### config.mk
export PLATFORM = sky130hd
export DESIGN_NAME = hsms_top
export DESIGN_NICKNAME = d
export VERILOG_FILES = /design/src/rtl/hsms_pkg.sv /design/src/rtl/hsms_top.sv
export SDC_FILE = /design/constraint.sdc
export NUM_CORES = 1
export LEC_CHECK = 0
export BUFFER_PORTS_ARGS = -buffer_cell sky130_fd_sc_hd__buf_2
export CAP_MARGIN = 20
export CORE_ASPECT_RATIO = 0.5
export CORE_MARGIN = 3
export CORE_UTILIZATION = 60
export CTS_CLUSTER_DIAMETER = 100
export DETAILED_ROUTE_END_ITERATION = 10
export GPL_TIMING_DRIVEN = 1
export PLACE_DENSITY = 0.78
export SLEW_MARGIN = 20
export SYNTH_ARGS = -nofsm -noshare
export SYNTH_HDL_FRONTEND = slang
export SYNTH_SLANG_ARGS = --single-unit
### constraint.sdc
create_clock -name clk -period 3.3 [get_ports clk]
set_clock_uncertainty 0.15 [all_clocks]
set_input_delay 0 -clock clk [delete_from_list [all_inputs] [get_ports clk]]
set_output_delay 0 -clock clk [all_outputs]
set_load 0.005 [all_outputs]
### src/rtl/hsms_pkg.sv
// hsms_pkg: constants and carrier types of the sampling/mode sequencer
// assumes a 100 MHz system clock and a 10 us internal conversion tick
package hsms_pkg;
  // system and internal clock periods
  localparam int CLK_PERIOD_NS   = 10;
  localparam int TICK_PERIOD_US  = 10;
  localparam int TICK_CYC        = TICK_PERIOD_US * 1000 / CLK_PERIOD_NS;
  // micropower self-trigger rate, in internal ticks per sample
  localparam int MICRO_RATE_HZ   = 24;
  localparam int MICRO_TICKS     = 1000000 / (MICRO_RATE_HZ * TICK_PERIOD_US);
  // power-on settle time before the output is valid
  localparam int SETTLE_US       = 1000;
  localparam int SETTLE_CYC      = SETTLE_US * 1000 / CLK_PERIOD_NS;
  // conversion phases, in internal ticks
  localparam int DELAY_TICKS     = 1;
  localparam int AWAKE_TICKS     = 12;
  localparam int UPDATE_TICKS    = 1;
  localparam int EXT_CONV_TICKS  = 14;
  localparam int TURBO_CONV_TICKS = 16;
  // phase index positions within a conversion
  localparam logic [3:0] PH_AWAKE_FIRST = 4'h1;
  localparam logic [3:0] PH_AWAKE_LAST  = 4'hC;
  localparam logic [3:0] PH_UPDATE      = 4'hD;
  localparam logic [3:0] PH_DONE        = 4'hE;
  localparam logic [3:0] PH_IDLE        = 4'hF;
  // output code: 8 bits, zero field steps between 127 and 128
  localparam int         CODE_W   = 8;
  localparam logic [7:0] CODE_MID = 8'h80;
  // field sample: signed, 4 fraction bits per code step
  localparam int         FIELD_W  = 12;
  localparam int         FRAC_W   = 4;
  // a high level held this many ticks means turbo, not a pulse
  localparam int TURBO_HOLD_TICKS = 16;

  typedef enum logic [1:0] {
    HSMS_MICRO = 2'b00,
    HSMS_TURBO = 2'b01,
    HSMS_EXT   = 2'b10
  } hsms_mode_t;

  // status carried to the output stage
  typedef struct packed {
    logic [7:0] code;
    logic       valid;
    logic       awake;
    logic       busy;
    hsms_mode_t mode;
  } hsms_stat_t;
endpackage : hsms_pkg

### src/rtl/hsms_top.sv
// hsms_top: mode detection, conversion timing and output code register
// assumes field_in comes from the front end on clk; the mode pin is async
`timescale 1ns/100ps
`default_nettype none

// Operation
// - held-low control runs micropower mode, self-triggering at 24 Hz.
// - undriven control input reads low, giving micropower by default.
// - held-high control runs turbo, conversions of 16 ticks back to back.
// - a pulse train gives external-drive mode, one conversion per pulse.
// - external-drive conversion spans 14 internal ticks.
// - after a rising edge wait one 10 us tick, circuitry asleep.
// - then stay awake 12 ticks with measurement powered.
// - next tick loads the new code and puts circuitry to sleep.
// - output is invalid until the power-on settle time elapses.
// - zero field steps between codes 127 and 128.
// - converter and output code are 8 bits, 0 to 255.
// - south field raises the code, north field lowers it.
// - power-on settle time is about 1 ms.
module hsms_top #(
  parameter int MICRO_T  = hsms_pkg::MICRO_TICKS,
  parameter int SETTLE_C = hsms_pkg::SETTLE_CYC,
  parameter int TICK_C   = hsms_pkg::TICK_CYC
) (
  // clock and reset
  input  wire logic                       clk,
  input  wire logic                       rst_n,
  // mode control pin: level and whether the host drives it
  input  wire logic                       mode_control_in,
  input  wire logic                       mode_control_drv,
  // field sample from the front end, signed, 4 fraction bits
  input  wire logic signed [11:0]         field_in,
  // sequencer status and output code
  output var hsms_pkg::hsms_stat_t        stat
);
  import hsms_pkg::*;

  // two-flop synchronisers for the pin
  logic [1:0] lvl_sy_r, drv_sy_r;
  always_ff @(posedge clk or negedge rst_n) begin
    if (!rst_n) begin
      lvl_sy_r <= 2'h0;
      drv_sy_r <= 2'h0;
    end else begin
      lvl_sy_r <= {lvl_sy_r[0], mode_control_in};
      drv_sy_r <= {drv_sy_r[0], mode_control_drv};
    end
  end

  // pull-down: a floating pin reads low
  logic lvl;
  assign lvl = lvl_sy_r[1] & drv_sy_r[1];

  // internal 10 us tick; a strobe on clk, so no second clock domain
  logic [15:0] div_r, div_nxt;
  logic        tick;
  assign tick = (div_r == 16'(TICK_C - 1));
  always_comb begin
    div_nxt = tick ? 16'h0000 : div_r + 16'h0001;
  end
  always_ff @(posedge clk or negedge rst_n) begin
    if (!rst_n) div_r <= 16'h0000;
    else        div_r <= div_nxt;
  end

  // mode detection state
  logic       samp_r, samp_nxt;
  hsms_mode_t mode_r, mode_nxt;
  logic [5:0] hi_run_r, hi_run_nxt;
  logic [23:0] per_r, per_nxt;
  logic [3:0] ph_r, ph_nxt;
  logic       rise, fall, busy, start;

  // level is only looked at once per tick
  assign rise = tick & lvl & ~samp_r;
  assign fall = tick & ~lvl & samp_r;
  assign busy = (ph_r < PH_DONE);

  // start of a conversion, by mode; the self-timed start follows mode_nxt
  // so that leaving another mode does not stretch the period by a tick
  always_comb begin
    start = 1'b0;
    if (tick) begin
      if (rise && !busy)
        start = 1'b1;
      else if (mode_r == HSMS_TURBO && lvl && ph_r == PH_IDLE)
        start = 1'b1;
      else if (mode_nxt == HSMS_MICRO && per_r >= 24'(MICRO_T - 1))
        start = 1'b1;
    end
  end

  // next mode: falling edge after a pulse means external drive
  always_comb begin
    samp_nxt   = samp_r;
    mode_nxt   = mode_r;
    hi_run_nxt = hi_run_r;
    if (tick) begin
      samp_nxt = lvl;
      if (!lvl)
        hi_run_nxt = 6'h00;
      else if (hi_run_r != 6'h3F)
        hi_run_nxt = hi_run_r + 6'h01;
      if (fall)
        mode_nxt = HSMS_EXT;
      else if (lvl && hi_run_r >= 6'(TURBO_HOLD_TICKS - 1))
        mode_nxt = HSMS_TURBO;
      else if (!lvl && mode_r != HSMS_MICRO
               && per_r >= 24'(MICRO_T - 1))
        mode_nxt = HSMS_MICRO;
    end
  end

  // phase and period counters; phase saturates at idle
  always_comb begin
    ph_nxt  = ph_r;
    per_nxt = per_r;
    if (tick) begin
      if (start) begin
        ph_nxt  = 4'h0;
        per_nxt = 24'h000000;
      end else begin
        if (ph_r != PH_IDLE) ph_nxt = ph_r + 4'h1;
        if (per_r != 24'hFFFFFF) per_nxt = per_r + 24'h000001;
      end
    end
  end

  always_ff @(posedge clk or negedge rst_n) begin
    if (!rst_n) begin
      samp_r   <= 1'b0;
      mode_r   <= HSMS_MICRO;
      hi_run_r <= 6'h00;
      ph_r     <= PH_IDLE;
      per_r    <= 24'h000000;
    end else begin
      samp_r   <= samp_nxt;
      mode_r   <= mode_nxt;
      hi_run_r <= hi_run_nxt;
      ph_r     <= ph_nxt;
      per_r    <= per_nxt;
    end
  end

  // awake: phases 1..12, asleep in the delay tick and after
  logic awake;
  assign awake = (ph_r >= PH_AWAKE_FIRST) && (ph_r <= PH_AWAKE_LAST);

  // capture at end of awake, load into the output in the update tick
  logic [7:0] cap_r, cap_nxt, code_r, code_nxt;
  always_comb begin
    cap_nxt  = cap_r;
    code_nxt = code_r;
    // integer part offset by mid-scale; 0+ maps to 128, 0- to 127
    if (tick && ph_r == PH_AWAKE_LAST)
      cap_nxt = 8'(field_in[FIELD_W-1:FRAC_W]) + CODE_MID;
    if (tick && ph_r == PH_UPDATE)
      code_nxt = cap_r;
  end
  always_ff @(posedge clk or negedge rst_n) begin
    if (!rst_n) begin
      cap_r  <= CODE_MID;
      code_r <= CODE_MID;
    end else begin
      cap_r  <= cap_nxt;
      code_r <= code_nxt;
    end
  end

  // power-on settle counter; reset stands in for power-up
  logic [23:0] por_r, por_nxt;
  logic        valid_r, valid_nxt;
  always_comb begin
    por_nxt   = por_r;
    valid_nxt = valid_r;
    if (por_r != 24'(SETTLE_C - 1))
      por_nxt = por_r + 24'h000001;
    else
      valid_nxt = 1'b1;
  end
  always_ff @(posedge clk or negedge rst_n) begin
    if (!rst_n) begin
      por_r   <= 24'h000000;
      valid_r <= 1'b0;
    end else begin
      por_r   <= por_nxt;
      valid_r <= valid_nxt;
    end
  end

  // one driver for the whole status word
  assign stat = '{code: code_r, valid: valid_r, awake: awake, busy: busy,
                  mode: mode_r};

  // helper counters for checks
  logic [23:0] awk_cyc_r, st_cyc_r;
  always_ff @(posedge clk or negedge rst_n) begin
    if (!rst_n) begin
      awk_cyc_r <= 24'h000000;
      st_cyc_r  <= 24'h000000;
    end else begin
      awk_cyc_r <= awake ? awk_cyc_r + 24'h000001 : 24'h000000;
      st_cyc_r  <= start ? 24'h000000 : st_cyc_r + 24'h000001;
    end
  end
endmodule : hsms_top

`default_nettype wire

==> impl_metrics.py, run 1 <==
metrics = {
    "run_status": {
        "outcome": "complete, no violations",
    },
    "setup_path": {
        "crit_path_end_kind": "flip-flop",
        "cp_slowest_cell": "a2111oi_0",
        "crit_family": "compound AO/OA/AOI/OAI gates",
        "reg2reg_depth": 10,
        "r2r_end": "ph_r[0]",
        "critPathLaunchType": "flip-flop",
        "rrSetupSlack_ps": 370,
        "arrival_ps": 3080,
        "cp.required_ps": 3440,
        "cp_max_fo": 7,
        "cp.buffers_inverters": 2,
        "r2r-start": "per_r[1]",
        "cp_cell_sequence": "inv_1, ha_1, nand2b_1, a2111oi_0, o211ai_1, a211o_1, a31oi_4, buf_4, nor3b_2, mux2_2",
        "path_class": "flip-flop to flip-flop",
        "slowest_delay_ps": 490,
    },
    "placement": {
        "io_buffer_count": 24,
        "place_congestion": 0.824,
        "hpwl_um": 5510,
        "dpl-instance-area_mm2": 0.00493,
    },
    "global_route": {
        "grt_pass1_vias": 3162,
        "grt_overflow": 0,
        "antenna_found_initial": 0,
        "grt_max_degree": 83,
        "grt_pass1_wl_um": 14900,
        "met1_usage_pct": 29.3,
        "top_usage_layer": "met2",
        "grtUsageTotal_pct": 21.7,
        "use_met2_pct": 34.5,
        "use_met3_pct": 6.16,
    },
    "die": {
        "initial_utilization_pct": 62.8,
        "rows": 22,
        "ios": 29,
        "die_h_um": 68.5,
        "placeableCoreArea_mm2": 0.00746,
        "dieWidth_um": 131,
        "die-area_mm2": 0.00897,
    },
    "timing": {
        "drv_slew": 0,
        "max_slew_margin_pct": 58.0,
        "finalSetupViolations": 0,
        "rsz0062_at_grt": "no",
        "hold_violations": 0,
        "setup-tns-final_ps": 0,
        "fmax_mhz": 341,
        "min_period_ps": 2930,
        "tightest_slew_ps": 626,
        "min_period_over_period_pct": 88.9,
    },
    "route": {
        "drt_iter0_markers": 216,
        "num_vias": 3285,
        "ant_nets": 0,
        "drc": 0,
        "drt-wirelength-per-cell_um": 14.5,
        "viasPerCell": 5.48,
        "wl_um": 8670,
        "firstDrtPassIters": 5,
    },
    "cells_and_area": {
        "insertedDiodeCount": 0,
        "area_growth_pct": 15.5,
        "final_area_mm2": 0.00541,
        "layout.nets": 511,
        "drive_gt1_share_pct": 16.5,
    },
    "synth": {
        "syn_area_mm2": 0.00468,
        "synthCells": 443,
        "ys_seq_area_share_pct": 52.5,
        "synth-edff-count": 0,
        "syn-num-nets": 468,
        "ys_dominant_reg_cell": "dfrtp_1",
        "synth_cell_types": 46,
        "postSynthAreaPerCell_um2": 10.6,
        "yosysWarnings": 0,
        "async_flop_share_pct": 100,
        "synth-seq-cells": 98,
    },
    "power_and_ir_drop": {
        "peakVddDrop_mv": 0.285,
        "power_density_mw_per_mm2": 452,
        "p_leak_nw": 2.47,
    },
    "job": {
        "drv_cap": 0,
    },
    "clock_tree": {
        "htreeDepth": 3,
        "cts_sinks": 98,
        "clk_pin_slew_ps": 70,
        "clockBufferDepth": 2,
        "cts_tree": "built",
        "ctsRootBufferMaster": "clkbuf_16",
        "insertion_delay_ps": 340,
        "cts_buffers": 9,
    },
    "hold_path": {
        "holdCritPathClass": "primary input to async pin",
    },
}
## flip-flops by register name (all words and copies together), names as in the netlist
signal,cells
per_r,24
por_r,24
cap_r,8
drv_sy_r,2
valid_r,1
ph_r,4
div_r,16
samp_r,1
mode_r,2
lvl_sy_r,2
code_r,8
hi_run_r,6
## per-stage QoR
stage	utilization [%]	cells	power, mW	hold WS [ps]	setup WS, ps
2_1_floorplan	-	443	1.24	-446	880
3_3_place_gp	66.1	571	1.27	-42.2	374
3_5_place_dp	66.1	571	1.27	-40.2	284
4_1_cts	72.2	598	2.47	135	316
5_1_grt	72.5	599	2.52	74.6	168
6_report	72.5	599	2.45	27.7	366
## cells in the final DEF, fill, tap and decap left out, drive strengths merged, types with 3 or more instances in the layout
cell / instances
a21oi: 11
and2: 11
and3: 14
and4: 9
buf: 31
bufinv: 3
clkbuf: 9
clkinvlp: 3
dfrtp: 92
dfstp: 6
dlygate4sd3: 11
ha: 9
inv: 9
mux2: 17
nand2: 43
nand3: 24
nand4: 16
nor2: 47
nor3: 13
nor4: 9
o21ai: 17
o31ai: 3
or3: 3
or4: 3
xnor2: 30
xor2: 27
## cell families (layout without fill, tap and decap cells)
logic type,Yosys count,after routing,share of synthesized area (%)
adders and majority gates,9,9,2.40
xor gates and xnor gates,57,57,10.7
AOI/OAI and AO/OA,40,40,5.42
muxes,17,17,4.09
buffers and inverters,19,67,1.90
and+or+nand+nor,203,203,23.0
DFF,98,98,52.5
## repair_timing
action                                  in CTS  in global routing
endpoints found under the setup margin       0                  2
resized for setup                            0                  1
buffers inserted                             0                  0
hold buffers                                11                  0
hold endpoints to repair                    85                  0
## how the worst max path moves through the flow
| stage | start | end | cells past startpoint |
|---|---|---|---|
| detailed placement | div_r[12] | per_r[1] | 7 |
| finish | per_r[1] | ph_r[0] | 10 |
| global placement | div_r[12] | per_r[1] | 7 |
| global route | per_r[1] | ph_r[0] | 10 |
| CTS | div_r[12] | per_r[0] | 7 |
| floorplan | per_r[1] | ph_r[0] | 9 |
## metal layers
metal / wire length, µm / up-vias / share of wire, %
met5: 0 / - / 0
met4: 129 / 0 / 1.5
met3: 268 / 13 / 3.1
met2: 4040 / 39 / 47
met1: 4230 / 1602 / 49
li1: - / 1631 / -
## area by class of cell
type,instances,area (µm²)
Clock buffer,9,225
Clock inverter,7,118
Fill cell,539,2050
Inverter,9,33.8
Multi-Input combinational cell,326,2140
Sequential cell,98,2460
Tap cell,108,135
Timing Repair Buffer,42,298
## worst reg2reg max path, stage by stage (launching register included)
cell	delay (ps)
dfrtp_1	420
inv_1	100
ha_1	170
nand2b_1	140
a2111oi_0	490
o211ai_1	290
a211o_1	400
a31oi_4	190
buf_4	180
nor3b_2	190
mux2_2	180
## synthesized netlist by cell type (2+ instances only)
cell type	count	area, µm²
or4_1	2	15.0
nor4_1	8	50.1
o21ai_0	16	80.1
and4_1	9	78.8
and2_1	11	68.8
nor3_1	13	65.1
and4bb_2	2	25.0
buf_2	2	10.0
dfrtp_1	92	2300
or3_1	3	18.8
nand2b_1	2	12.5
ha_1	9	113
xnor2_1	30	263
inv_1	9	33.8
buf_4	4	30.0
mux2_2	17	191
and3_1	13	81.3
or2_2	2	12.5
nand2_1	43	161
clkbuf_1	4	15.0
a21oi_1	11	55.1
nand3b_1	2	15.0
dfstp_2	6	158
o31ai_1	2	15.0
nor2_1	46	173
nand4_1	16	100
xor2_1	27	236
nand3_1	24	120
## power breakdown
part	internal [mW]	switching [mW]	total (mW)
clock network	0.739	0.446	1.18
registers	1.21	0.00310	1.21
logic	0.0208	0.0299	0.0508
total	1.97	0.479	2.45
(Power assumes the default switching activity.)
==> inputs of run 2 (changes only) <==
Settings changed: CORE_MARGIN 3 to 5.
==> run 2 against run 1 <==
  * Wire length is 2.3% lower
  * Cell count unchanged
  * Combinational power decreased by 6.5%
  * First-iteration DRC count grew 2.8%
  * Die area up 9.1%
  * Setup slack got worse by 7.0 ps
  * Critical path depth is 3 lower
  * Global-route usage is 2.5 points lower
  * Clock power decreased by 11%
  * Critical path type unchanged
==> impl_metrics.py, run 2 (synthesized netlist as in run 1, its figures left out) <==
metrics = {
    "global_route": {
        "antenna_found_initial": 0,
        "grtUsageTotal_pct": 19.2,
        "grt_pass1_wl_um": 15000,
        "grt_max_degree": 87,
        "grt_pass1_vias": 3262,
        "grt_overflow": 0,
    },
    "clock_tree": {
        "htreeDepth": 3,
        "insertion_delay_ps": 340,
        "clk_pin_slew_ps": 60,
        "cts_sinks": 98,
        "clockBufferDepth": 2,
        "post_cts_buffers": 0,
        "cts_tree": "built",
        "cts_resized": 0,
        "ctsRootBufferMaster": "clkbuf_16",
        "cts_buffers": 9,
        "hold_buffers": 11,
    },
    "placement": {
        "place_congestion": 0.811,
        "hpwl_um": 5680,
        "io_buffer_count": 24,
    },
    "cells_and_area": {
        "final_cell_mix": "dfrtp_1, nor2_1, nand2_1",
        "layout.nets": 511,
        "area_growth_pct": 14.4,
        "drive_gt1_share_pct": 16.3,
        "insertedDiodeCount": 0,
        "final_util_pct": 71.8,
        "top_regs": "per_r (24), por_r (24), div_r (16)",
        "nFillCells": 539,
        "final_common_cell": "dfrtp_1",
    },
    "route": {
        "drt-wirelength-per-cell_um": 14.1,
        "drc": 0,
        "firstDrtPassIters": 5,
        "wl_um": 8470,
        "num_vias": 3263,
        "viasPerCell": 5.45,
        "ant_nets": 0,
        "drt_iter0_markers": 222,
    },
    "timing": {
        "max_slew_margin_pct": 38.8,
        "rsz0062_at_grt": "no",
        "hold_violations": 0,
        "drv_slew": 0,
        "setup-tns-final_ps": 0,
        "min_period_ps": 2940,
        "tightest_slew_ps": 918,
        "fmax_mhz": 340,
        "min_period_over_period_pct": 89.1,
        "finalSetupViolations": 0,
    },
    "setup_path": {
        "cp_max_fo": 23,
        "cp.required_ps": 3330,
        "arrival_ps": 2970,
        "critPathLaunchType": "flip-flop",
        "path_class": "flip-flop to flip-flop",
        "crit_path_end_kind": "flip-flop",
    },
    "hold_path": {
        "holdCritPathClass": "primary input to async pin",
    },
    "die": {
        "die_h_um": 72.5,
        "ios": 29,
        "dieWidth_um": 135,
        "placeableCoreArea_mm2": 0.00746,
        "rows": 22,
        "die-area_mm2": 0.00978,
        "initial_utilization_pct": 62.8,
    },
    "power_and_ir_drop": {
        "power_density_mw_per_mm2": 431,
        "peakVddDrop_mv": 0.257,
        "p_leak_nw": 2.46,
    },
    "job": {
        "drv_cap": 0,
    },
    "run_status": {
        "outcome": "complete, no violations",
    },
}
==> run 2: cell type report <==
type,count,area (µm²),share of cell area (%)
clock inverter,5,61.3,1.14
clock buffer,11,243,4.53
tap,108,135,2.52
timing repair buffer,42,289,5.40
multi-input combinational,326,2130,39.9
inverter,9,33.8,0.631
sequential,98,2460,45.9
==> run 2: power by group <==
group          total [mW]  internal (mW)  switching [mW]
clock network        1.05          0.612           0.438
registers            1.21           1.21         0.00281
logic              0.0475         0.0188          0.0287
total                2.31           1.84           0.470
==> run 2: per-stage QoR <==
step	hold slack, ps	cells	setup WS (ps)	power [mW]	cell area [µm²]
after floorplan	-446	443	880	1.24	4680
after global placement	-42.0	572	408	1.27	4940
after detailed placement	-39.9	572	372	1.27	4940
after CTS	138	599	340	2.34	5350
after global routing	166	599	21.8	2.40	5360
final	112	599	359	2.31	5360
==> run 2: critical path, stage by stage, from the launching register on <==
cell and delay [ps]:
dfrtp_1 440, nor4_1 410, nand4_1 280, o31ai_1 260
and4_1 270, a31oi_4 50, nor2_2 710, o21ai_0 200
==> run 2: final timing paths <==
| kind | start | to | slack [ps] | cells past startpoint |
|---|---|---|---|---|
| hold reg to reg | lvl_sy_r[0] | lvl_sy_r[1] | 190 | 0 |
| max in group asynchronous | rst_n | por_r[4] | 2220 | 3 |
| hold / removal | rst_n | por_r[19] | 110 | 2 |
| setup reg to reg | div_r[12] | per_r[0] | 360 | 7 |
| min in group clk | mode_control_in | lvl_sy_r[0] | 160 | 2 |
| setup / recovery | div_r[12] | per_r[0] | 360 | 7 |
==> run 2: layer usage <==
metal	GRT usage (%)	vias up	wire, µm
met1	25.8	1571	4100
li1	-	1638	-
met2	31.2	47	4010
met3	5.33	7	300
met4	5.14	0	64
met5	0	-	0
==> inputs of run 3 (changes only) <==
Settings changed: CORE_UTILIZATION 60 to 59, PLACE_DENSITY 0.78 to 0.77, SLEW_MARGIN 20 to unset.
==> run 3 against run 2 <==
  * Critical endpoint is now per_r[1]
  * Critical path type unchanged
  * Register-to-register slack improved by 150 ps
  * Utilization fell by 3.7 points
  * Global-route usage shrank 0.084 points
  * Combinational power grew 2%
  * Sequential power about the same
  * Sequential share of layout area rose by 0.064 points
  * Clock power is essentially flat
  * Wire length down 0.76%
==> impl_metrics.py, run 3 (synthesized netlist as in run 1, its figures left out) <==
metrics = {
    "timing": {
        "fmax_mhz": 358,
        "drv_slew": 0,
        "finalSetupViolations": 0,
        "hold_violations": 0,
        "min_period_over_period_pct": 84.6,
        "max_slew_margin_pct": 60.1,
        "setup-tns-final_ps": 0,
        "min_period_ps": 2790,
        "rsz0062_at_grt": "no",
        "tightest_slew_ps": 595,
    },
    "run_status": {
        "outcome": "complete, no violations",
    },
    "setup_path": {
        "cp_slowest_cell": "a2111oi_0",
        "cp_cell_sequence": "inv_1, ha_1, nand2b_1, a2111oi_0, o211ai_1, a211o_1, a31oi_4, nor2_2, buf_4, o21ai_0",
        "cp_max_fo": 13,
        "cp.required_ps": 3400,
        "crit_path_end_kind": "flip-flop",
        "arrival_ps": 2890,
        "slowest_delay_ps": 410,
        "path_class": "flip-flop to flip-flop",
        "critPathLaunchType": "flip-flop",
    },
    "global_route": {
        "grt_pass1_wl_um": 15100,
        "grt_max_degree": 40,
        "grt_overflow": 0,
        "antenna_found_initial": 0,
        "grt_pass1_vias": 3300,
        "grtUsageTotal_pct": 19.1,
    },
    "cells_and_area": {
        "drive_gt1_share_pct": 16.1,
        "insertedDiodeCount": 0,
        "area_growth_pct": 14.2,
        "final_area_mm2": 0.00535,
        "top_regs": "per_r (24), por_r (24), div_r (16)",
        "final_cell_mix": "dfrtp_1, nor2_1, nand2_1",
        "layout.nets": 512,
        "final_common_cell": "dfrtp_1",
    },
    "route": {
        "wl_um": 8410,
        "viasPerCell": 5.48,
        "num_vias": 3310,
        "drt_iter0_markers": 257,
        "drt-wirelength-per-cell_um": 13.9,
        "ant_nets": 0,
        "firstDrtPassIters": 4,
        "drc": 0,
    },
    "placement": {
        "io_buffer_count": 24,
        "dpl-instance-area_mm2": 0.00494,
        "place_congestion": 0.822,
        "hpwl_um": 5740,
    },
    "power_and_ir_drop": {
        "power_density_mw_per_mm2": 427,
        "peakVddDrop_mv": 0.267,
        "clockPowerShare_pct": 44.8,
        "total_power_mw": 2.28,
        "cell_internal_pwr_mw": 1.83,
        "p_seq_share_pct": 53.1,
        "switching_share_pct": 19.6,
        "combPwrFrac_pct": 2.1,
        "p_sw_uw": 448,
        "p_leak_nw": 2.46,
    },
    "die": {
        "initial_utilization_pct": 59.6,
        "placeableCoreArea_mm2": 0.00786,
        "rows": 23,
        "dieWidth_um": 136,
        "die_h_um": 73,
        "die-area_mm2": 0.00993,
        "ios": 29,
    },
    "clock_tree": {
        "cts_tree": "built",
        "cts_buffers": 9,
        "post_cts_buffers": 0,
        "insertion_delay_ps": 340,
        "clockBufferDepth": 2,
        "cts_sinks": 98,
        "clk_pin_slew_ps": 60,
        "ctsRootBufferMaster": "clkbuf_16",
        "htreeDepth": 3,
    },
    "hold_path": {
        "holdCritPathClass": "primary input to async pin",
    },
    "job": {
        "drv_cap": 0,
    },
}
==> run 3: metal layers <==
layer | track usage (%) | up-vias | part of all wire, % | routed length [µm]
li1 | - | 1638 | - | -
met1 | 24.8 | 1628 | 47 | 3980
met2 | 32.8 | 34 | 49 | 4090
met4 | 5.03 | 0 | 1.2 | 100
met3 | 4.61 | 10 | 2.8 | 237
met5 | 0 | - | 0 | 0
==> run 3: per-stage QoR <==
step                hold slack (ps)  utilization, %  instances  worst slack [ps]
floorplan                      -446               -        443               880
global placement               -153            62.9        576               619
detailed placement             -148            62.9        576               516
CTS                            31.2            68.0        603               484
global route                   81.9            68.1        604               184
finish                         13.2            68.1        604               508
==> run 3: cell type report <==
cell class                      count  area, µm²
Clock buffer                       13        250
Clock inverter                      3       40.0
Fill cell                         577       2510
Inverter                            9       33.8
Multi-Input combinational cell    326       2130
Sequential cell                    98       2460
Tap cell                          112        140
Timing Repair Buffer               43        290
==> run 3: repair_timing <==
item,CTS,global route
resized for setup,0,0
hold endpoints to repair,71,0
hold buffers,11,0
==> run 3: final timing paths <==
check / from / to / slack (ps) / depth (start not counted)
max in group asynchronous: rst_n / ph_r[3] / 2110 / 3
min in group clk: mode_control_in / lvl_sy_r[0] / 150 / 2
hold reg to reg: lvl_sy_r[0] / lvl_sy_r[1] / 200 / 0
setup / recovery: per_r[1] / per_r[1] / 510 / 10
hold / removal: rst_n / por_r[21] / 10 / 2
setup reg to reg: per_r[1] / per_r[1] / 510 / 10
==> run 3: critical path, delay by kind of cell, from the launching register on <==
kind	cells	cell delay [ps]
compound gates	5	1500
flops	1	400
buf+inv	2	280
simple gates	2	210
fa+ha+maj	1	170
==> run 3: power groups by stage <==
stage	registers (mW)	clock network [mW]	logic, mW
finish	1.21	1.02	0.0485
floorplan	1.23	0	0.00690
detailed placement	1.23	0	0.0405
global route	1.21	1.10	0.0569
global placement	1.23	0	0.0398
CTS	1.21	1.04	0.0505
